`config.mk`:
```
export PLATFORM = sky130hd
export DESIGN_NAME = cimb_mask_bank
export DESIGN_NICKNAME = d
export VERILOG_FILES = /design/src/hw/cimb_pkg.sv /design/src/hw/cimb_flag_lane.sv /design/src/hw/cimb_mask_bank.sv
export SDC_FILE = /design/constraint.sdc
export NUM_CORES = 1
export LEC_CHECK = 0
export BUFFER_PORTS_ARGS = -buffer_cell sky130_fd_sc_hd__buf_2
export CORE_ASPECT_RATIO = 0.5
export CORE_UTILIZATION = 54
export DETAILED_ROUTE_END_ITERATION = 10
export GPL_TIMING_DRIVEN = 0
export PLACE_DENSITY = 0.81
export SETUP_SLACK_MARGIN = 0.1
export SLEW_MARGIN = 20
export SYNTH_ARGS = -nofsm -noshare
export SYNTH_HDL_FRONTEND = slang
export SYNTH_SLANG_ARGS = --single-unit
```
`constraint.sdc`:
```
create_clock -name clk -period 1.4 [get_ports clk]
set_input_delay 0.07 -clock clk [delete_from_list [all_inputs] [get_ports clk]]
set_output_delay 0.07 -clock clk [all_outputs]
set_load 0.01 [all_outputs]
```
`src/hw/cimb_pkg.sv`:
```
// Constants and state types of the charger interrupt mask bank.
// Assumes one clock domain; all users refer to items as cimb_pkg::name.
//
// What this block does
// [RULE1] A clear mask bit lets its flag drive the interrupt; a set bit blocks it.
// [RULE2] First mask bits 7..0: battery voltage and current, output voltage and bus voltage protections.
// [RULE3] Second mask: bus current bits 7..4, cap short bit 2, reserved bits 3,1 writable, 0 fixed.
// [RULE4] Third mask bits 7..0: input overvoltage, presence and input switch config masks.
// [RULE5] First mask at 1Dh, zero at power-up and after the register-reset command.
// [RULE6] Second mask at 1Eh, zero at power-up and after the register-reset command.
// [RULE7] Third mask at 1Fh, zero at power-up and after the register-reset command.
// [RULE8] Fourth mask register exists at 20h with reset value zero.
// [RULE9] Flags are read-only, read zero normally and one after a status change.
// [RULE10] Interrupt asserts when any flag is set with its mask clear.

package cimb_pkg;

  // Register byte offsets
  localparam logic [7:0] FLAG1_OFS = 8'h18;
  localparam logic [7:0] FLAG2_OFS = 8'h19;
  localparam logic [7:0] FLAG3_OFS = 8'h1a;
  localparam logic [7:0] FLAG4_OFS = 8'h1b;
  localparam logic [7:0] BATTERY_BUS_PROTECT_MASK_OFS = 8'h1d;
  localparam logic [7:0] BUS_CURRENT_CAP_MASK_OFS     = 8'h1e;
  localparam logic [7:0] INPUT_PRESENCE_MASK_OFS      = 8'h1f;
  localparam logic [7:0] THERMAL_ADC_WATCH_MASK_OFS   = 8'h20;

  // Reset values
  localparam logic [7:0] MASK_RESET = 8'h00;
  localparam logic [7:0] FLAG_RESET = 8'h00;
  localparam logic [7:0] READ_IDLE  = 8'h00;

  // Writable mask bits and implemented flag bits per lane
  localparam logic [7:0] MASK1_WR_BITS = 8'hff;
  localparam logic [7:0] MASK2_WR_BITS = 8'hfe;
  localparam logic [7:0] MASK3_WR_BITS = 8'hff;
  localparam logic [7:0] MASK4_WR_BITS = 8'hff;
  localparam logic [7:0] FLAG1_BITS    = 8'hff;
  localparam logic [7:0] FLAG2_BITS    = 8'hf4;
  localparam logic [7:0] FLAG3_BITS    = 8'hff;
  localparam logic [7:0] FLAG4_BITS    = 8'hff;

  // First mask field positions
  localparam int BATTERY_OVERVOLTAGE_IRQ_BLOCK        = 7;
  localparam int BATTERY_OVERVOLTAGE_ALARM_IRQ_BLOCK  = 6;
  localparam int OUTPUT_OVERVOLTAGE_IRQ_BLOCK         = 5;
  localparam int BATTERY_OVERCURRENT_IRQ_BLOCK        = 4;
  localparam int BATTERY_OVERCURRENT_ALARM_IRQ_BLOCK  = 3;
  localparam int BATTERY_UNDERCURRENT_ALARM_IRQ_BLOCK = 2;
  localparam int BUS_OVERVOLTAGE_IRQ_BLOCK            = 1;
  localparam int BUS_OVERVOLTAGE_ALARM_IRQ_BLOCK      = 0;
  localparam int BATTERY_OVERVOLTAGE_EVENT            = 7;

  // Second mask field positions
  localparam int BUS_OVERCURRENT_IRQ_BLOCK       = 7;
  localparam int BUS_OVERCURRENT_ALARM_IRQ_BLOCK = 6;
  localparam int BUS_UNDERCURRENT_IRQ_BLOCK      = 5;
  localparam int BUS_REVERSE_CURRENT_IRQ_BLOCK   = 4;
  localparam int FLYING_CAP_SHORT_IRQ_BLOCK      = 2;

  // Third mask field positions
  localparam int INPUT_ONE_OVERVOLTAGE_IRQ_BLOCK = 7;
  localparam int INPUT_TWO_OVERVOLTAGE_IRQ_BLOCK = 6;
  localparam int OUTPUT_PRESENT_IRQ_BLOCK        = 5;
  localparam int INPUT_ONE_PRESENT_IRQ_BLOCK     = 4;
  localparam int INPUT_TWO_PRESENT_IRQ_BLOCK     = 3;
  localparam int BUS_PRESENT_IRQ_BLOCK           = 2;
  localparam int INPUT_SWITCH_ONE_CFG_IRQ_BLOCK  = 1;
  localparam int INPUT_SWITCH_TWO_CFG_IRQ_BLOCK  = 0;

  // State of one mask and flag lane
  typedef struct packed {
    logic [7:0] mask_r;
    logic [7:0] flag_r;
  } cimb_lane_t;

  // State of the bank top
  typedef struct packed {
    logic [7:0] rd_data_r;
    logic       irq_r;
  } cimb_top_t;

endpackage : cimb_pkg

```
`src/hw/cimb_flag_lane.sv`:
```
// One mask register with up to eight sticky flags, as FLAG_BITS allows, and pending term.
// Assumes events and register strobes come from logic on clk.

module cimb_flag_lane #(
  parameter logic [7:0] WR_BITS   = 8'hff,
  parameter logic [7:0] FLAG_BITS = 8'hff
) (
  // Clock and reset
  input  wire logic       clk,
  input  wire logic       reset,
  // Register access
  input  wire logic       reg_clr,
  input  wire logic       mask_we,
  input  wire logic [7:0] wdata,
  input  wire logic       flag_rd,
  // Status changes from monitoring logic
  input  wire logic [7:0] event_in,
  // Lane state
  output logic [7:0]      mask_q,
  output logic [7:0]      flag_q,
  output logic            pending
);

  cimb_pkg::cimb_lane_t st_r;
  cimb_pkg::cimb_lane_t st_nxt;

  // Mask writes, command clear and sticky flags
  always_comb begin
    st_nxt = st_r;
    if (reg_clr) begin
      st_nxt.mask_r = cimb_pkg::MASK_RESET;                  // [RULE5] [RULE6] [RULE7] [RULE8]
    end else if (mask_we) begin
      st_nxt.mask_r = wdata & WR_BITS;                       // [RULE3]
    end
    // Read clears, but a change in the same cycle wins so none is lost
    if (flag_rd) begin
      st_nxt.flag_r = cimb_pkg::FLAG_RESET;
    end
    st_nxt.flag_r = (st_nxt.flag_r | event_in) & FLAG_BITS; // [RULE9]
  end

  always_ff @(posedge clk) begin
    if (reset) begin
      st_r.mask_r <= cimb_pkg::MASK_RESET;                   // [RULE5] [RULE6] [RULE7] [RULE8]
      st_r.flag_r <= cimb_pkg::FLAG_RESET;
    end else begin
      st_r <= st_nxt;
    end
  end

  assign mask_q  = st_r.mask_r;
  assign flag_q  = st_r.flag_r;
  assign pending = |(st_r.flag_r & ~st_r.mask_r);          // [RULE1]

endmodule : cimb_flag_lane

```
`src/hw/cimb_mask_bank.sv`:
```
// Interrupt mask bank: four mask registers, four flag registers, one interrupt.
// Assumes a register port driven by the serial register interface on clk,
// and status-change pulses from on-chip monitors on the same clock.

module cimb_mask_bank (
  // Clock and reset
  input  wire logic       clk,
  input  wire logic       reset,
  // Register port
  input  wire logic [7:0] reg_addr,
  input  wire logic       reg_wr,
  input  wire logic [7:0] reg_wdata,
  input  wire logic       reg_rd,
  output logic [7:0]      reg_rdata,
  // Register-reset command
  input  wire logic       reg_reset_cmd,
  // Status-change pulses, one bit per flag
  input  wire logic [7:0] protect_events,
  input  wire logic [7:0] bus_current_events,
  input  wire logic [7:0] input_presence_events,
  input  wire logic [7:0] thermal_adc_events,
  // Interrupt to the host
  output logic            irq
);

  cimb_pkg::cimb_top_t st_r;
  cimb_pkg::cimb_top_t st_nxt;

  logic [7:0] mask1_q;
  logic [7:0] mask2_q;
  logic [7:0] mask3_q;
  logic [7:0] mask4_q;
  logic [7:0] flag1_q;
  logic [7:0] flag2_q;
  logic [7:0] flag3_q;
  logic [7:0] flag4_q;
  logic       pend1;
  logic       pend2;
  logic       pend3;
  logic       pend4;

  // Address decode of write and read strobes
  logic we1;
  logic we2;
  logic we3;
  logic we4;
  logic rd1;
  logic rd2;
  logic rd3;
  logic rd4;

  assign we1 = reg_wr && (reg_addr == cimb_pkg::BATTERY_BUS_PROTECT_MASK_OFS); // [RULE5]
  assign we2 = reg_wr && (reg_addr == cimb_pkg::BUS_CURRENT_CAP_MASK_OFS);     // [RULE6]
  assign we3 = reg_wr && (reg_addr == cimb_pkg::INPUT_PRESENCE_MASK_OFS);      // [RULE7]
  assign we4 = reg_wr && (reg_addr == cimb_pkg::THERMAL_ADC_WATCH_MASK_OFS);   // [RULE8]
  // Flag reads clear the register they read
  assign rd1 = reg_rd && (reg_addr == cimb_pkg::FLAG1_OFS);
  assign rd2 = reg_rd && (reg_addr == cimb_pkg::FLAG2_OFS);
  assign rd3 = reg_rd && (reg_addr == cimb_pkg::FLAG3_OFS);
  assign rd4 = reg_rd && (reg_addr == cimb_pkg::FLAG4_OFS);

  // First three mask read words rebuilt field by field, the fourth reads as stored; a bit without a field reads zero, except bits 3 and 1 of the second mask
  logic [7:0] mask1_view;
  logic [7:0] mask2_view;
  logic [7:0] mask3_view;

  // Battery and bus protection mask fields
  always_comb begin
    mask1_view = cimb_pkg::MASK_RESET;                                   // [RULE2]
    mask1_view[cimb_pkg::BATTERY_OVERVOLTAGE_IRQ_BLOCK] =
      mask1_q[cimb_pkg::BATTERY_OVERVOLTAGE_IRQ_BLOCK];
    mask1_view[cimb_pkg::BATTERY_OVERVOLTAGE_ALARM_IRQ_BLOCK] =
      mask1_q[cimb_pkg::BATTERY_OVERVOLTAGE_ALARM_IRQ_BLOCK];
    mask1_view[cimb_pkg::OUTPUT_OVERVOLTAGE_IRQ_BLOCK] =
      mask1_q[cimb_pkg::OUTPUT_OVERVOLTAGE_IRQ_BLOCK];
    mask1_view[cimb_pkg::BATTERY_OVERCURRENT_IRQ_BLOCK] =
      mask1_q[cimb_pkg::BATTERY_OVERCURRENT_IRQ_BLOCK];
    mask1_view[cimb_pkg::BATTERY_OVERCURRENT_ALARM_IRQ_BLOCK] =
      mask1_q[cimb_pkg::BATTERY_OVERCURRENT_ALARM_IRQ_BLOCK];
    mask1_view[cimb_pkg::BATTERY_UNDERCURRENT_ALARM_IRQ_BLOCK] =
      mask1_q[cimb_pkg::BATTERY_UNDERCURRENT_ALARM_IRQ_BLOCK];
    mask1_view[cimb_pkg::BUS_OVERVOLTAGE_IRQ_BLOCK] =
      mask1_q[cimb_pkg::BUS_OVERVOLTAGE_IRQ_BLOCK];
    mask1_view[cimb_pkg::BUS_OVERVOLTAGE_ALARM_IRQ_BLOCK] =
      mask1_q[cimb_pkg::BUS_OVERVOLTAGE_ALARM_IRQ_BLOCK];
  end

  // Bus current mask fields; reserved bits that store have no flag behind them
  always_comb begin
    mask2_view = mask2_q & cimb_pkg::MASK2_WR_BITS & ~cimb_pkg::FLAG2_BITS; // [RULE3]
    mask2_view[cimb_pkg::BUS_OVERCURRENT_IRQ_BLOCK] =
      mask2_q[cimb_pkg::BUS_OVERCURRENT_IRQ_BLOCK];
    mask2_view[cimb_pkg::BUS_OVERCURRENT_ALARM_IRQ_BLOCK] =
      mask2_q[cimb_pkg::BUS_OVERCURRENT_ALARM_IRQ_BLOCK];
    mask2_view[cimb_pkg::BUS_UNDERCURRENT_IRQ_BLOCK] =
      mask2_q[cimb_pkg::BUS_UNDERCURRENT_IRQ_BLOCK];
    mask2_view[cimb_pkg::BUS_REVERSE_CURRENT_IRQ_BLOCK] =
      mask2_q[cimb_pkg::BUS_REVERSE_CURRENT_IRQ_BLOCK];
    mask2_view[cimb_pkg::FLYING_CAP_SHORT_IRQ_BLOCK] =
      mask2_q[cimb_pkg::FLYING_CAP_SHORT_IRQ_BLOCK];
  end

  // Input presence and switch config mask fields
  always_comb begin
    mask3_view = cimb_pkg::MASK_RESET;                                   // [RULE4]
    mask3_view[cimb_pkg::INPUT_ONE_OVERVOLTAGE_IRQ_BLOCK] =
      mask3_q[cimb_pkg::INPUT_ONE_OVERVOLTAGE_IRQ_BLOCK];
    mask3_view[cimb_pkg::INPUT_TWO_OVERVOLTAGE_IRQ_BLOCK] =
      mask3_q[cimb_pkg::INPUT_TWO_OVERVOLTAGE_IRQ_BLOCK];
    mask3_view[cimb_pkg::OUTPUT_PRESENT_IRQ_BLOCK] =
      mask3_q[cimb_pkg::OUTPUT_PRESENT_IRQ_BLOCK];
    mask3_view[cimb_pkg::INPUT_ONE_PRESENT_IRQ_BLOCK] =
      mask3_q[cimb_pkg::INPUT_ONE_PRESENT_IRQ_BLOCK];
    mask3_view[cimb_pkg::INPUT_TWO_PRESENT_IRQ_BLOCK] =
      mask3_q[cimb_pkg::INPUT_TWO_PRESENT_IRQ_BLOCK];
    mask3_view[cimb_pkg::BUS_PRESENT_IRQ_BLOCK] =
      mask3_q[cimb_pkg::BUS_PRESENT_IRQ_BLOCK];
    mask3_view[cimb_pkg::INPUT_SWITCH_ONE_CFG_IRQ_BLOCK] =
      mask3_q[cimb_pkg::INPUT_SWITCH_ONE_CFG_IRQ_BLOCK];
    mask3_view[cimb_pkg::INPUT_SWITCH_TWO_CFG_IRQ_BLOCK] =
      mask3_q[cimb_pkg::INPUT_SWITCH_TWO_CFG_IRQ_BLOCK];
  end

  // Battery and bus protection lane
  cimb_flag_lane #(
    .WR_BITS   (cimb_pkg::MASK1_WR_BITS),
    .FLAG_BITS (cimb_pkg::FLAG1_BITS)
  ) u_lane1 (
    .clk      (clk),
    .reset    (reset),
    .reg_clr  (reg_reset_cmd),
    .mask_we  (we1),
    .wdata    (reg_wdata),       // [RULE2]
    .flag_rd  (rd1),
    .event_in (protect_events),
    .mask_q   (mask1_q),
    .flag_q   (flag1_q),
    .pending  (pend1)
  );

  // Bus current and flying cap lane; bit 0 of its mask never stores
  cimb_flag_lane #(
    .WR_BITS   (cimb_pkg::MASK2_WR_BITS),
    .FLAG_BITS (cimb_pkg::FLAG2_BITS)
  ) u_lane2 (
    .clk      (clk),
    .reset    (reset),
    .reg_clr  (reg_reset_cmd),
    .mask_we  (we2),
    .wdata    (reg_wdata),       // [RULE3]
    .flag_rd  (rd2),
    .event_in (bus_current_events),
    .mask_q   (mask2_q),
    .flag_q   (flag2_q),
    .pending  (pend2)
  );

  // Input presence and switch config lane
  cimb_flag_lane #(
    .WR_BITS   (cimb_pkg::MASK3_WR_BITS),
    .FLAG_BITS (cimb_pkg::FLAG3_BITS)
  ) u_lane3 (
    .clk      (clk),
    .reset    (reset),
    .reg_clr  (reg_reset_cmd),
    .mask_we  (we3),
    .wdata    (reg_wdata),       // [RULE4]
    .flag_rd  (rd3),
    .event_in (input_presence_events),
    .mask_q   (mask3_q),
    .flag_q   (flag3_q),
    .pending  (pend3)
  );

  // Thermal, ADC and watchdog lane
  cimb_flag_lane #(
    .WR_BITS   (cimb_pkg::MASK4_WR_BITS),
    .FLAG_BITS (cimb_pkg::FLAG4_BITS)
  ) u_lane4 (
    .clk      (clk),
    .reset    (reset),
    .reg_clr  (reg_reset_cmd),
    .mask_we  (we4),
    .wdata    (reg_wdata),
    .flag_rd  (rd4),
    .event_in (thermal_adc_events),
    .mask_q   (mask4_q),
    .flag_q   (flag4_q),
    .pending  (pend4)
  );

  // Read mux and interrupt; unmapped offsets read zero
  always_comb begin
    st_nxt = st_r;
    st_nxt.rd_data_r = cimb_pkg::READ_IDLE;
    if (reg_rd) begin
      case (reg_addr)
        cimb_pkg::FLAG1_OFS:                    st_nxt.rd_data_r = flag1_q; // [RULE9]
        cimb_pkg::FLAG2_OFS:                    st_nxt.rd_data_r = flag2_q;
        cimb_pkg::FLAG3_OFS:                    st_nxt.rd_data_r = flag3_q;
        cimb_pkg::FLAG4_OFS:                    st_nxt.rd_data_r = flag4_q;
        cimb_pkg::BATTERY_BUS_PROTECT_MASK_OFS: st_nxt.rd_data_r = mask1_view;
        cimb_pkg::BUS_CURRENT_CAP_MASK_OFS:     st_nxt.rd_data_r = mask2_view;
        cimb_pkg::INPUT_PRESENCE_MASK_OFS:      st_nxt.rd_data_r = mask3_view;
        cimb_pkg::THERMAL_ADC_WATCH_MASK_OFS:   st_nxt.rd_data_r = mask4_q;
        default:                                st_nxt.rd_data_r = cimb_pkg::READ_IDLE;
      endcase
    end
    // Level interrupt: stays up until every unmasked flag is read away
    st_nxt.irq_r = pend1 | pend2 | pend3 | pend4; // [RULE10] [RULE1]
  end

  always_ff @(posedge clk) begin
    if (reset) begin
      st_r.rd_data_r <= cimb_pkg::READ_IDLE;
      st_r.irq_r     <= 1'b0;
    end else begin
      st_r <= st_nxt;
    end
  end

  assign reg_rdata = st_r.rd_data_r;
  assign irq       = st_r.irq_r;

endmodule : cimb_mask_bank

```
==> reports/qor.txt, run 1 <==
Outcome -> completed
Initial core utilization -> 59.2%
Hold violation total from the final report -> 0
Proportion of netlist area held by the largest area contributor -> 44.9%
Die width -> 109 µm
HPWL Detailed -> 6880 µm
Drc violations -> 0
Setup WS pre-CTS -> -226 ps
Ranking of synthesized cells by area -> dfxtp_1 (45%), mux2i_1 (8.5%), a21oi_1 (7.3%)
Most frequent cells in the layout -> dfxtp_1 (68), buf_2 (64), nor2_1 (55), a21oi_1 (43), dlygate4sd3_1 (29)
EDFF count, synth -> 0
Setup ws final -> 45.5 ps
Worst-margin pin slew -> 525 ps
Full die area -> 6030 µm²
PD cells -> 1220 nW/µm²
Post-synthesis net count -> 396
Mapped Area -> 3080 µm²
Metal1 wirelength -> 4290 µm
Crit end category -> flip-flop
Vias -> 3,122
Initial DRC count -> 419
Wire length per cell -> 19.4 µm
Final Cycle Share -> 96.8%
Cells after Synth -> 343
Metal3 WL -> 1350 µm
Placed Cells incl. Taps -> 470
Congestion Overflow GR -> 0
Post-layout total power -> 5.02 mW
Most common cell after layout, fill and taps aside -> dfxtp_1
Initial DRT Pass Iterations -> 5
Async SR Flop Fraction -> 0%
Yosys top cell by area -> dfxtp_1
Via density -> 6.04
Final Instance Count excl. Fillers -> 517
Main synth FF type -> dfxtp_1
CTS tree -> built
Hold WC Path Type -> primary input to flip-flop
Final Max Slew Viols -> 0
Share of cells above drive strength 1 -> 26.2%
Reg clk slew, reported paths -> 60 ps
GRT Resource Usage Total -> 35.8%
CTS Root Cell -> clkbuf_16
CP Class -> flip-flop to flip-flop
Worst path arrival time -> 1550 ps
Achievable frequency -> 738 MHz
Setup violators final -> 0
Clk sinks -> 69
Syn avg cell area -> 8.98 µm²
LEAKAGE -> 1.85 nW
Period minus WS final -> 1350 ps
Max clock buf depth -> 2
Largest net degree at the start of global routing -> 13
Core ar. -> 5200 µm²
YS warnings -> 0
Register bit count reported by yosys -> 69
H-tree levels -> 3
Max IR drop VDD -> 1.41 mV
Critical path launch point type -> flip-flop
Yosys cell types -> 41
Clk_lat worst skew -> 340 ps
Post-route ant nets -> 0
Required @ worst endpoint -> 1590 ps
Syn-to-layout area delta -> 33.9%
Max Cap Violations -> 0
Num CTS Buffers -> 9
Crit-path max FO -> 3
RSZ-0062 raised after global routing -> false
Initial antenna violation count -> 0
First-pass GRT wire length -> 15,500 µm
Port buffer count -> 57
Row cnt -> 18
Vias in the first global route -> 2,912
I/O Pins -> 62
Sequential-to-total area share from yosys stat -> 44.9%
Placer Congestion -> 1.01
Layout Nets -> 495
Drt total wl -> 10,000 µm
Die Y -> 55.4 µm
Antenna diodes -> 0
Max transition margin -> 65.0%
Max layer used -> met4
Skew final -> 4.02 ps
Met2 wire len -> 4190 µm
[sequential cells by signal (all words and copies together) (netlist names)]
name / cells
reg_rdata: 8
u_lane3.mask_q: 8
u_lane4.mask_q: 8
u_lane1.mask_q: 8
u_lane1.flag_q: 8
u_lane2.flag_q: 5
irq: 1
u_lane4.flag_q: 8
u_lane3.flag_q: 8
u_lane2.mask_q: 7
[where the power goes]
group          internal [mW]  switching (mW)  total (mW)
clock                   1.60           0.876        2.48
combinational          0.222           0.226       0.448
sequential              2.03          0.0625        2.09
[timing repair]
item                       CTS  global route
hold endpoints to repair    29             0
setup endpoints to repair    1            12
hold buffers                29             0
resized for setup            1             8
pin swaps                    0             3
setup buffers                0             2
[per-layer routing]
| metal | GRT usage, % | vias to the layer above |
|---|---|---|
| li1 | - | 1408 |
| met1 | 50.3 | 1462 |
| met2 | 49.8 | 230 |
| met3 | 13.8 | 22 |
| met4 | 11.6 | 0 |
| met5 | 0 | - |
[path summary, 6_finish.rpt]
kind	depth (start not counted)	end	from	slack [ps]
setup / recovery	4	reg_rdata[4]$_SDFF_PP0_	u_lane1.mask_q[4]$_SDFFE_PP0P_	50
setup reg to reg	4	reg_rdata[4]$_SDFF_PP0_	u_lane1.mask_q[4]$_SDFFE_PP0P_	50
hold / removal	3	u_lane3.mask_q[0]$_SDFFE_PP0P_	reg_wdata[0]	5
hold reg to reg	2	u_lane4.mask_q[2]$_SDFFE_PP0P_	u_lane4.mask_q[2]$_SDFFE_PP0P_	510
[synthesized netlist by cell type, drive strengths merged, types with 4 or more instances]
library cell	instances
nand4	9
o22ai	7
a21oi	45
mux4	5
o2111ai	4
nand2	17
nand3	11
a22oi	6
clkbuf	7
nand2b	10
inv	20
nor2	55
mux2	7
mux2i	26
and2	4
nor3	4
a22o	7
buf	12
dfxtp	69
[worst max-delay path, stage by stage (launching register included)]
cell     delay (ps)
dfxtp_1         360
mux2_2          280
a22o_1          180
a22oi_1         250
a21oi_1         130
[cell families (layout without fill, tap and decap cells)]
kind of cell,after synthesis,count (layout),synth area share (%)
compound gates,76,76,15.0
buf+inv,39,143,5.69
simple gates,121,121,19.7
mux,38,38,14.7
flops,69,69,44.9
[final cells by class]
cell class | count | area (µm²)
repair buffers | 88 | 591
fillers | 348 | 1080
plain buffers | 19 | 100
inverters | 20 | 75.1
multi-input cells | 235 | 1560
well taps | 70 | 87.6
clock inverters | 6 | 86.3
flip-flops and latches | 69 | 1380
clock buffers | 10 | 239
[stage by stage]
stage | hold WS [ps] | instance area, µm² | setup TNS [ps] | util [%]
2_1_floorplan | 187 | 3080 | 0 | -
3_3_place_gp | 272 | 3450 | -1050 | 66.4
3_5_place_dp | 282 | 3450 | -4760 | 66.4
4_1_cts | 3.22 | 4070 | 0 | 78.3
5_1_grt | 3.09 | 4120 | 0 | 79.2
6_report | 5.30 | 4120 | 0 | 79.2
No activity file was read; power rests on OpenSTA's default activity.
==> run 2, diff against run 1 <==
CORE_UTILIZATION = 28   (was 54)
PLACE_DENSITY = 0.48   (was 0.81)
==> reports/qor.txt, run 2 (same netlist as run 1, synthesis figures left out) <==
Achievable frequency -> 760 MHz (+2.9%)
Crit end category -> flip-flop
RSZ-0062 raised after global routing -> true
Drt total wl -> 10,200 µm (+2.3%)
Worst-margin pin slew -> 570 ps (+45.0 ps)
Max transition margin -> 62.0% (-3.0 points)
Most frequent cells in the layout -> buf_2 (64), dfxtp_1 (63), nor2_1 (55), a21oi_1 (44), dlygate4sd3_1 (29)
Final Cycle Share -> 94.0% (-2.7 points)
Critical path endpoint -> reg_rdata[4]$_SDFF_PP0_
Critical Path Start -> u_lane4.flag_q[4]$_SDFF_PP0_
Placer Congestion -> 0.899 (-11%)
Antenna diodes -> 0 (unchanged)
Hold Slack -> 19.8 ps (+14.5 ps)
Footprint of the multi-input gates -> 1590 µm² (+1.5%)
Reg2Reg Launch Point -> u_lane4.flag_q[4]$_SDFF_PP0_
I/O Pins -> 62 (unchanged)
GRT Resource Usage Total -> 18.4% (-17 points)
Bufs and invs on worst path -> 0 (unchanged)
LEAKAGE -> 1.83 nW (-1.1%)
Max Cap Violations -> 0 (unchanged)
First-pass GRT wire length -> 15,100 µm (-2.7%)
Die width -> 150 µm (+38%)
Setup violators final -> 0 (unchanged)
Row cnt -> 26 (+8)
H-tree levels -> 3 (unchanged)
Setup ws final -> 83.4 ps (+38.0 ps)
Die Y -> 76.2 µm (+37%)
Outcome -> completed
Layout Nets -> 499 (+0.81%)
Initial DRC count -> 196 (-53%)
Post-route ant nets -> 0 (unchanged)
Initial DRT Pass Iterations -> 4 (-1)
Worst Reg2Reg Path Length in Cells -> 3 (-1)
Hold WC Path Type -> primary input to flip-flop
Vias in the first global route -> 2,564 (-12%)
Clk sinks -> 69 (unchanged)
Clk_lat worst skew -> 330 ps (about the same)
Max incr delay on CP -> 510 ps (+150 ps)
Max clock buf depth -> 2 (unchanged)
Num CTS Buffers -> 9 (unchanged)
Reg clk slew, reported paths -> 50 ps (about the same)
Critical path launch point type -> flip-flop
Largest net degree at the start of global routing -> 11 (-2)
Crit-path max FO -> 3 (unchanged)
PD cells -> 1080 nW/µm² (-11%)
HPWL Detailed -> 7570 µm (+10%)
Post-layout total power -> 4.53 mW (-9.8%)
CTS Root Cell -> clkbuf_16
Required @ worst endpoint -> 1600 ps (about the same)
Max IR drop VDD -> 0.600 mV (-57%)
Port buffer count -> 57 (unchanged)
Sequential cell area -> 1390 µm² (+0.63%)
Setup WS pre-CTS -> -255 ps (-28.2 ps)
Most common cell after layout, fill and taps aside -> buf_2
Filler cells -> 1,086 (+210%)
WP depth -> 3 (-1)
CP Class -> flip-flop to flip-flop
Wire length per cell -> 17.4 µm (-10%)
Hold violation total from the final report -> 0 (unchanged)
Fin Setup TNS -> 0 ps (unchanged)
Share of cells above drive strength 1 -> 27.4% (+1.2 points)
Skew final -> 3.31 ps (-0.712 ps)
Syn-to-layout area delta -> 36.2%
Crit path max-delay family -> multiplexers
Placed Cells incl. Taps -> 540 (+15%)
R2R Setup Slk -> 80 ps (+40 ps)
Worst path slowest cell -> mux4_2
Congestion Overflow GR -> 0 (unchanged)
Final Instance Count excl. Fillers -> 589 (+14%)
Initial antenna violation count -> 0 (unchanged)
Drc violations -> 0 (unchanged)
Core ar. -> 10,400 µm² (+100%)
Final Max Slew Viols -> 0 (unchanged)
Full die area -> 11,400 µm² (+90%)
R2R Path End -> reg_rdata[4]$_SDFF_PP0_
Initial core utilization -> 29.5% (-30 points)
CTS tree -> built
Period minus WS final -> 1320 ps (-38.0 ps)
Via density -> 4.87 (-19%)
Crit path cell chain -> mux4_2 > a22oi_2 > a21oi_1
Vias -> 2,871 (-8.0%)
Worst path arrival time -> 1510 ps (-40 ps)
[run 2: layout make-up]
| class | count | share of cell area (%) |
|---|---|---|
| inverter | 20 | 1.79 |
| sequential | 69 | 33.2 |
| tap | 140 | 4.18 |
| clock inverter | 3 | 0.358 |
| buffer | 19 | 2.39 |
| timing repair buffer | 92 | 14.8 |
| multi-input combinational | 235 | 37.8 |
| clock buffer | 11 | 5.55 |
[run 2: worst register-to-register path, stage by stage, from the launching register on]
cell and delay [ps]:
dfxtp_2 340, mux4_2 510, a22oi_2 230, a21oi_1 90
[run 2: worst min-delay path by stage]
stage / start / end / slack (ps) / cells past startpoint
detailed placement: thermal_adc_events[4] / u_lane4.flag_q[4]$_SDFF_PP0_ / 280 / 3
global route: reg_wdata[7] / u_lane4.mask_q[7]$_SDFFE_PP0P_ / 30 / 3
CTS: reg_wdata[7] / u_lane4.mask_q[7]$_SDFFE_PP0P_ / 10 / 3
finish: reg_wdata[1] / u_lane1.mask_q[1]$_SDFFE_PP0P_ / 20 / 3
global placement: thermal_adc_events[3] / u_lane4.flag_q[3]$_SDFF_PP0_ / 270 / 3
floorplan: protect_events[0] / u_lane1.flag_q[0]$_SDFF_PP0_ / 190 / 2
[run 2: repair_timing]
action,CTS,global route
gates cloned,0,0
hold buffers,29,0
pin swaps,0,9
setup endpoints to repair,6,21
endpoints found under the hold margin,29,0
resized for setup,6,12
setup buffers,0,6
[run 2: report_power, final]
part	internal [mW]	switching, mW	leakage (nW)
registers	2.03	0.0555	0.567
logic	0.229	0.234	1.14
clock network	1.17	0.809	0.125
[run 2: metal layers]
| layer | track usage (%) | vias to the layer above | wire length, µm |
|---|---|---|---|
| met5 | 0 | - | 0 |
| met4 | 5.45 | 0 | 87 |
| met3 | 5.39 | 7 | 723 |
| met2 | 22.7 | 74 | 3920 |
| met1 | 29.3 | 1377 | 5520 |
| li1 | - | 1413 | - |
[run 2: through the flow]
step	util, %	area [µm²]
2_1_floorplan	-	3080
3_3_place_gp	33.9	3540
3_5_place_dp	33.9	3540
4_1_cts	39.3	4110
5_1_grt	40.2	4200
6_report	40.2	4200
==> run 3, diff against run 2 <==
CAP_MARGIN = 40   (was default)
RECOVER_POWER = 100   (was default)
==> reports/qor.txt, run 3 (same netlist as run 1, synthesis figures left out) <==
Outcome -> completed
Vias -> 2,865 (-0.21%)
Share of cells above drive strength 1 -> 24.3% (-3.1 points)
Syn-to-layout area delta -> 34.7%
PD cells -> 1090 nW/µm² (+0.90%)
Worst-margin pin slew -> 557 ps (-13.2 ps)
GRT Resource Usage Total -> 18.4% (unchanged)
Wire length per cell -> 17.3 µm (-0.64%)
Core Util, Final -> 39.7% (-0.44 points)
Drc violations -> 0 (unchanged)
R2R Path End -> reg_rdata[4]$_SDFF_PP0_
Hold violation total from the final report -> 0 (unchanged)
Layout Nets -> 499 (unchanged)
Congestion Overflow GR -> 0 (unchanged)
RSZ-0062 raised after global routing -> true
CP Class -> flip-flop to flip-flop
Max transition margin -> 62.9% (+0.88 points)
Final Max Slew Viols -> 0 (unchanged)
Critical path launch point type -> flip-flop
CTS tree -> built
Clk sinks -> 69 (unchanged)
Most frequent cells in the layout -> dfxtp_1 (63), nor2_1 (55), buf_2 (53), a21oi_1 (44), dlygate4sd3_1 (29)
Period minus WS final -> 1330 ps (+9.58 ps)
Initial antenna violation count -> 0 (unchanged)
CTS Root Cell -> clkbuf_16
Placed Cells incl. Taps -> 540 (unchanged)
Final Cycle Share -> 94.7% (+0.68 points)
Worst Reg2Reg Path Length in Cells -> 3 (unchanged)
Core ar. -> 10,400 µm² (unchanged)
LEAKAGE -> 1.78 nW (-2.5%)
Vias in the first global route -> 2,564 (unchanged)
Worst path arrival time -> 1520 ps (about the same)
Cell depth of the worst hold path -> 3 (unchanged)
Design area -> 4150 µm² (-1.1%)
Setup WS pre-CTS -> -255 ps (unchanged)
Initial DRT Pass Iterations -> 4 (unchanged)
First-pass GRT wire length -> 15,100 µm (unchanged)
Hold path endpoint -> u_lane1.mask_q[1]$_SDFFE_PP0P_
R2R Setup Slk -> 70 ps (about the same)
Port buffer count -> 57 (unchanged)
Post-route ant nets -> 0 (unchanged)
Post-layout total power -> 4.52 mW (-0.21%)
Die Y -> 76.2 µm (unchanged)
Final Instance Count excl. Fillers -> 589 (unchanged)
Clk_lat worst skew -> 330 ps (about the same)
Fin Setup TNS -> 0 ps (unchanged)
Via density -> 4.86 (-0.21%)
Full die area -> 11,400 µm² (unchanged)
Max IR drop VDD -> 0.596 mV (-0.77%)
Achievable frequency -> 754 MHz (-0.72%)
Setup ws final -> 73.8 ps (-9.58 ps)
Row cnt -> 26 (unchanged)
Setup violators final -> 0 (unchanged)
Initial DRC count -> 170 (-13%)
Reg2Reg Launch Point -> u_lane4.flag_q[4]$_SDFF_PP0_
I/O Pins -> 62 (unchanged)
HPWL Detailed -> 7570 µm (unchanged)
Max Cap Violations -> 0 (unchanged)
Placer Congestion -> 0.899 (unchanged)
Crit end category -> flip-flop
Num CTS Buffers -> 9 (unchanged)
Hold Slack -> 20.7 ps (+0.864 ps)
Skew final -> 3.05 ps (-0.256 ps)
Placed Area -> 3540 µm² (unchanged)
Antenna diodes -> 0 (unchanged)
Crit-path max FO -> 3 (unchanged)
Drt total wl -> 10,200 µm (-0.64%)
Largest net degree at the start of global routing -> 11 (unchanged)
Initial core utilization -> 29.5% (unchanged)
Most common cell after layout, fill and taps aside -> dfxtp_1
Hold WC Path Type -> primary input to flip-flop
Die width -> 150 µm (unchanged)
Required @ worst endpoint -> 1600 ps (about the same)
H-tree levels -> 3 (unchanged)
Reg clk slew, reported paths -> 50 ps (about the same)
Hold Startpoint -> reg_wdata[1]
Max clock buf depth -> 2 (unchanged)
-- run 3: changes by cell type in the layout (fill, tap and decap cells not counted), moves of 2 or more --
cell      before  now
buf_2         64   53
buf_4          9    6
clkbuf_1       8   21
nand4_2        1    3
nand4_4        2    0
-- run 3: worst max-delay path by stage --
stage / to / from
floorplan: u_lane1.mask_q[0]$_SDFFE_PP0P_ / reg_addr[2]
global placement: reg_rdata[1]$_SDFF_PP0_ / reg_addr[3]
detailed placement: reg_rdata[1]$_SDFF_PP0_ / reg_addr[3]
CTS: reg_rdata[5]$_SDFF_PP0_ / u_lane4.flag_q[5]$_SDFF_PP0_
global route: u_lane4.mask_q[5]$_SDFFE_PP0P_ / reg_addr[5]
finish: reg_rdata[4]$_SDFF_PP0_ / u_lane4.flag_q[4]$_SDFF_PP0_
-- run 3: final cells by class --
cell class                      count  area, µm²
Fill cell                        1092       6290
Multi-Input combinational cell    235       1560
Sequential cell                    69       1390
Timing Repair Buffer               92        597
Clock buffer                       11        233
Tap cell                          140        175
Buffer                             19        100
Inverter                           20       75.1
Clock inverter                      3       15.0
-- run 3: timing repair --
action                                 in CTS  in global routing
setup buffers                               0                  6
pin swaps                                   0                  9
setup endpoints to repair                   6                 21
hold buffers                               29                  0
endpoints found under the hold margin      29                  0
resized for setup                           6                 12
-- run 3: power by group --
group | internal [mW] | switching (mW) | leakage (nW) | total (mW)
registers | 2.03 | 0.0553 | 0.567 | 2.08
clock network | 1.17 | 0.806 | 0.125 | 1.97
logic | 0.227 | 0.229 | 1.09 | 0.456
-- run 3: critical path, cell delays in order (launching register included) --
cell and delay, ps:
dfxtp_2 340, mux4_2 510, a22oi_2 240, a21oi_1 90
-- run 3: metal layers --
layer	vias to the layer above	wire, µm	GRT usage [%]
li1	1417	-	-
met1	1361	5460	29.3
met2	80	3860	22.7
met3	7	781	5.39
met4	0	87	5.45
met5	-	0	0
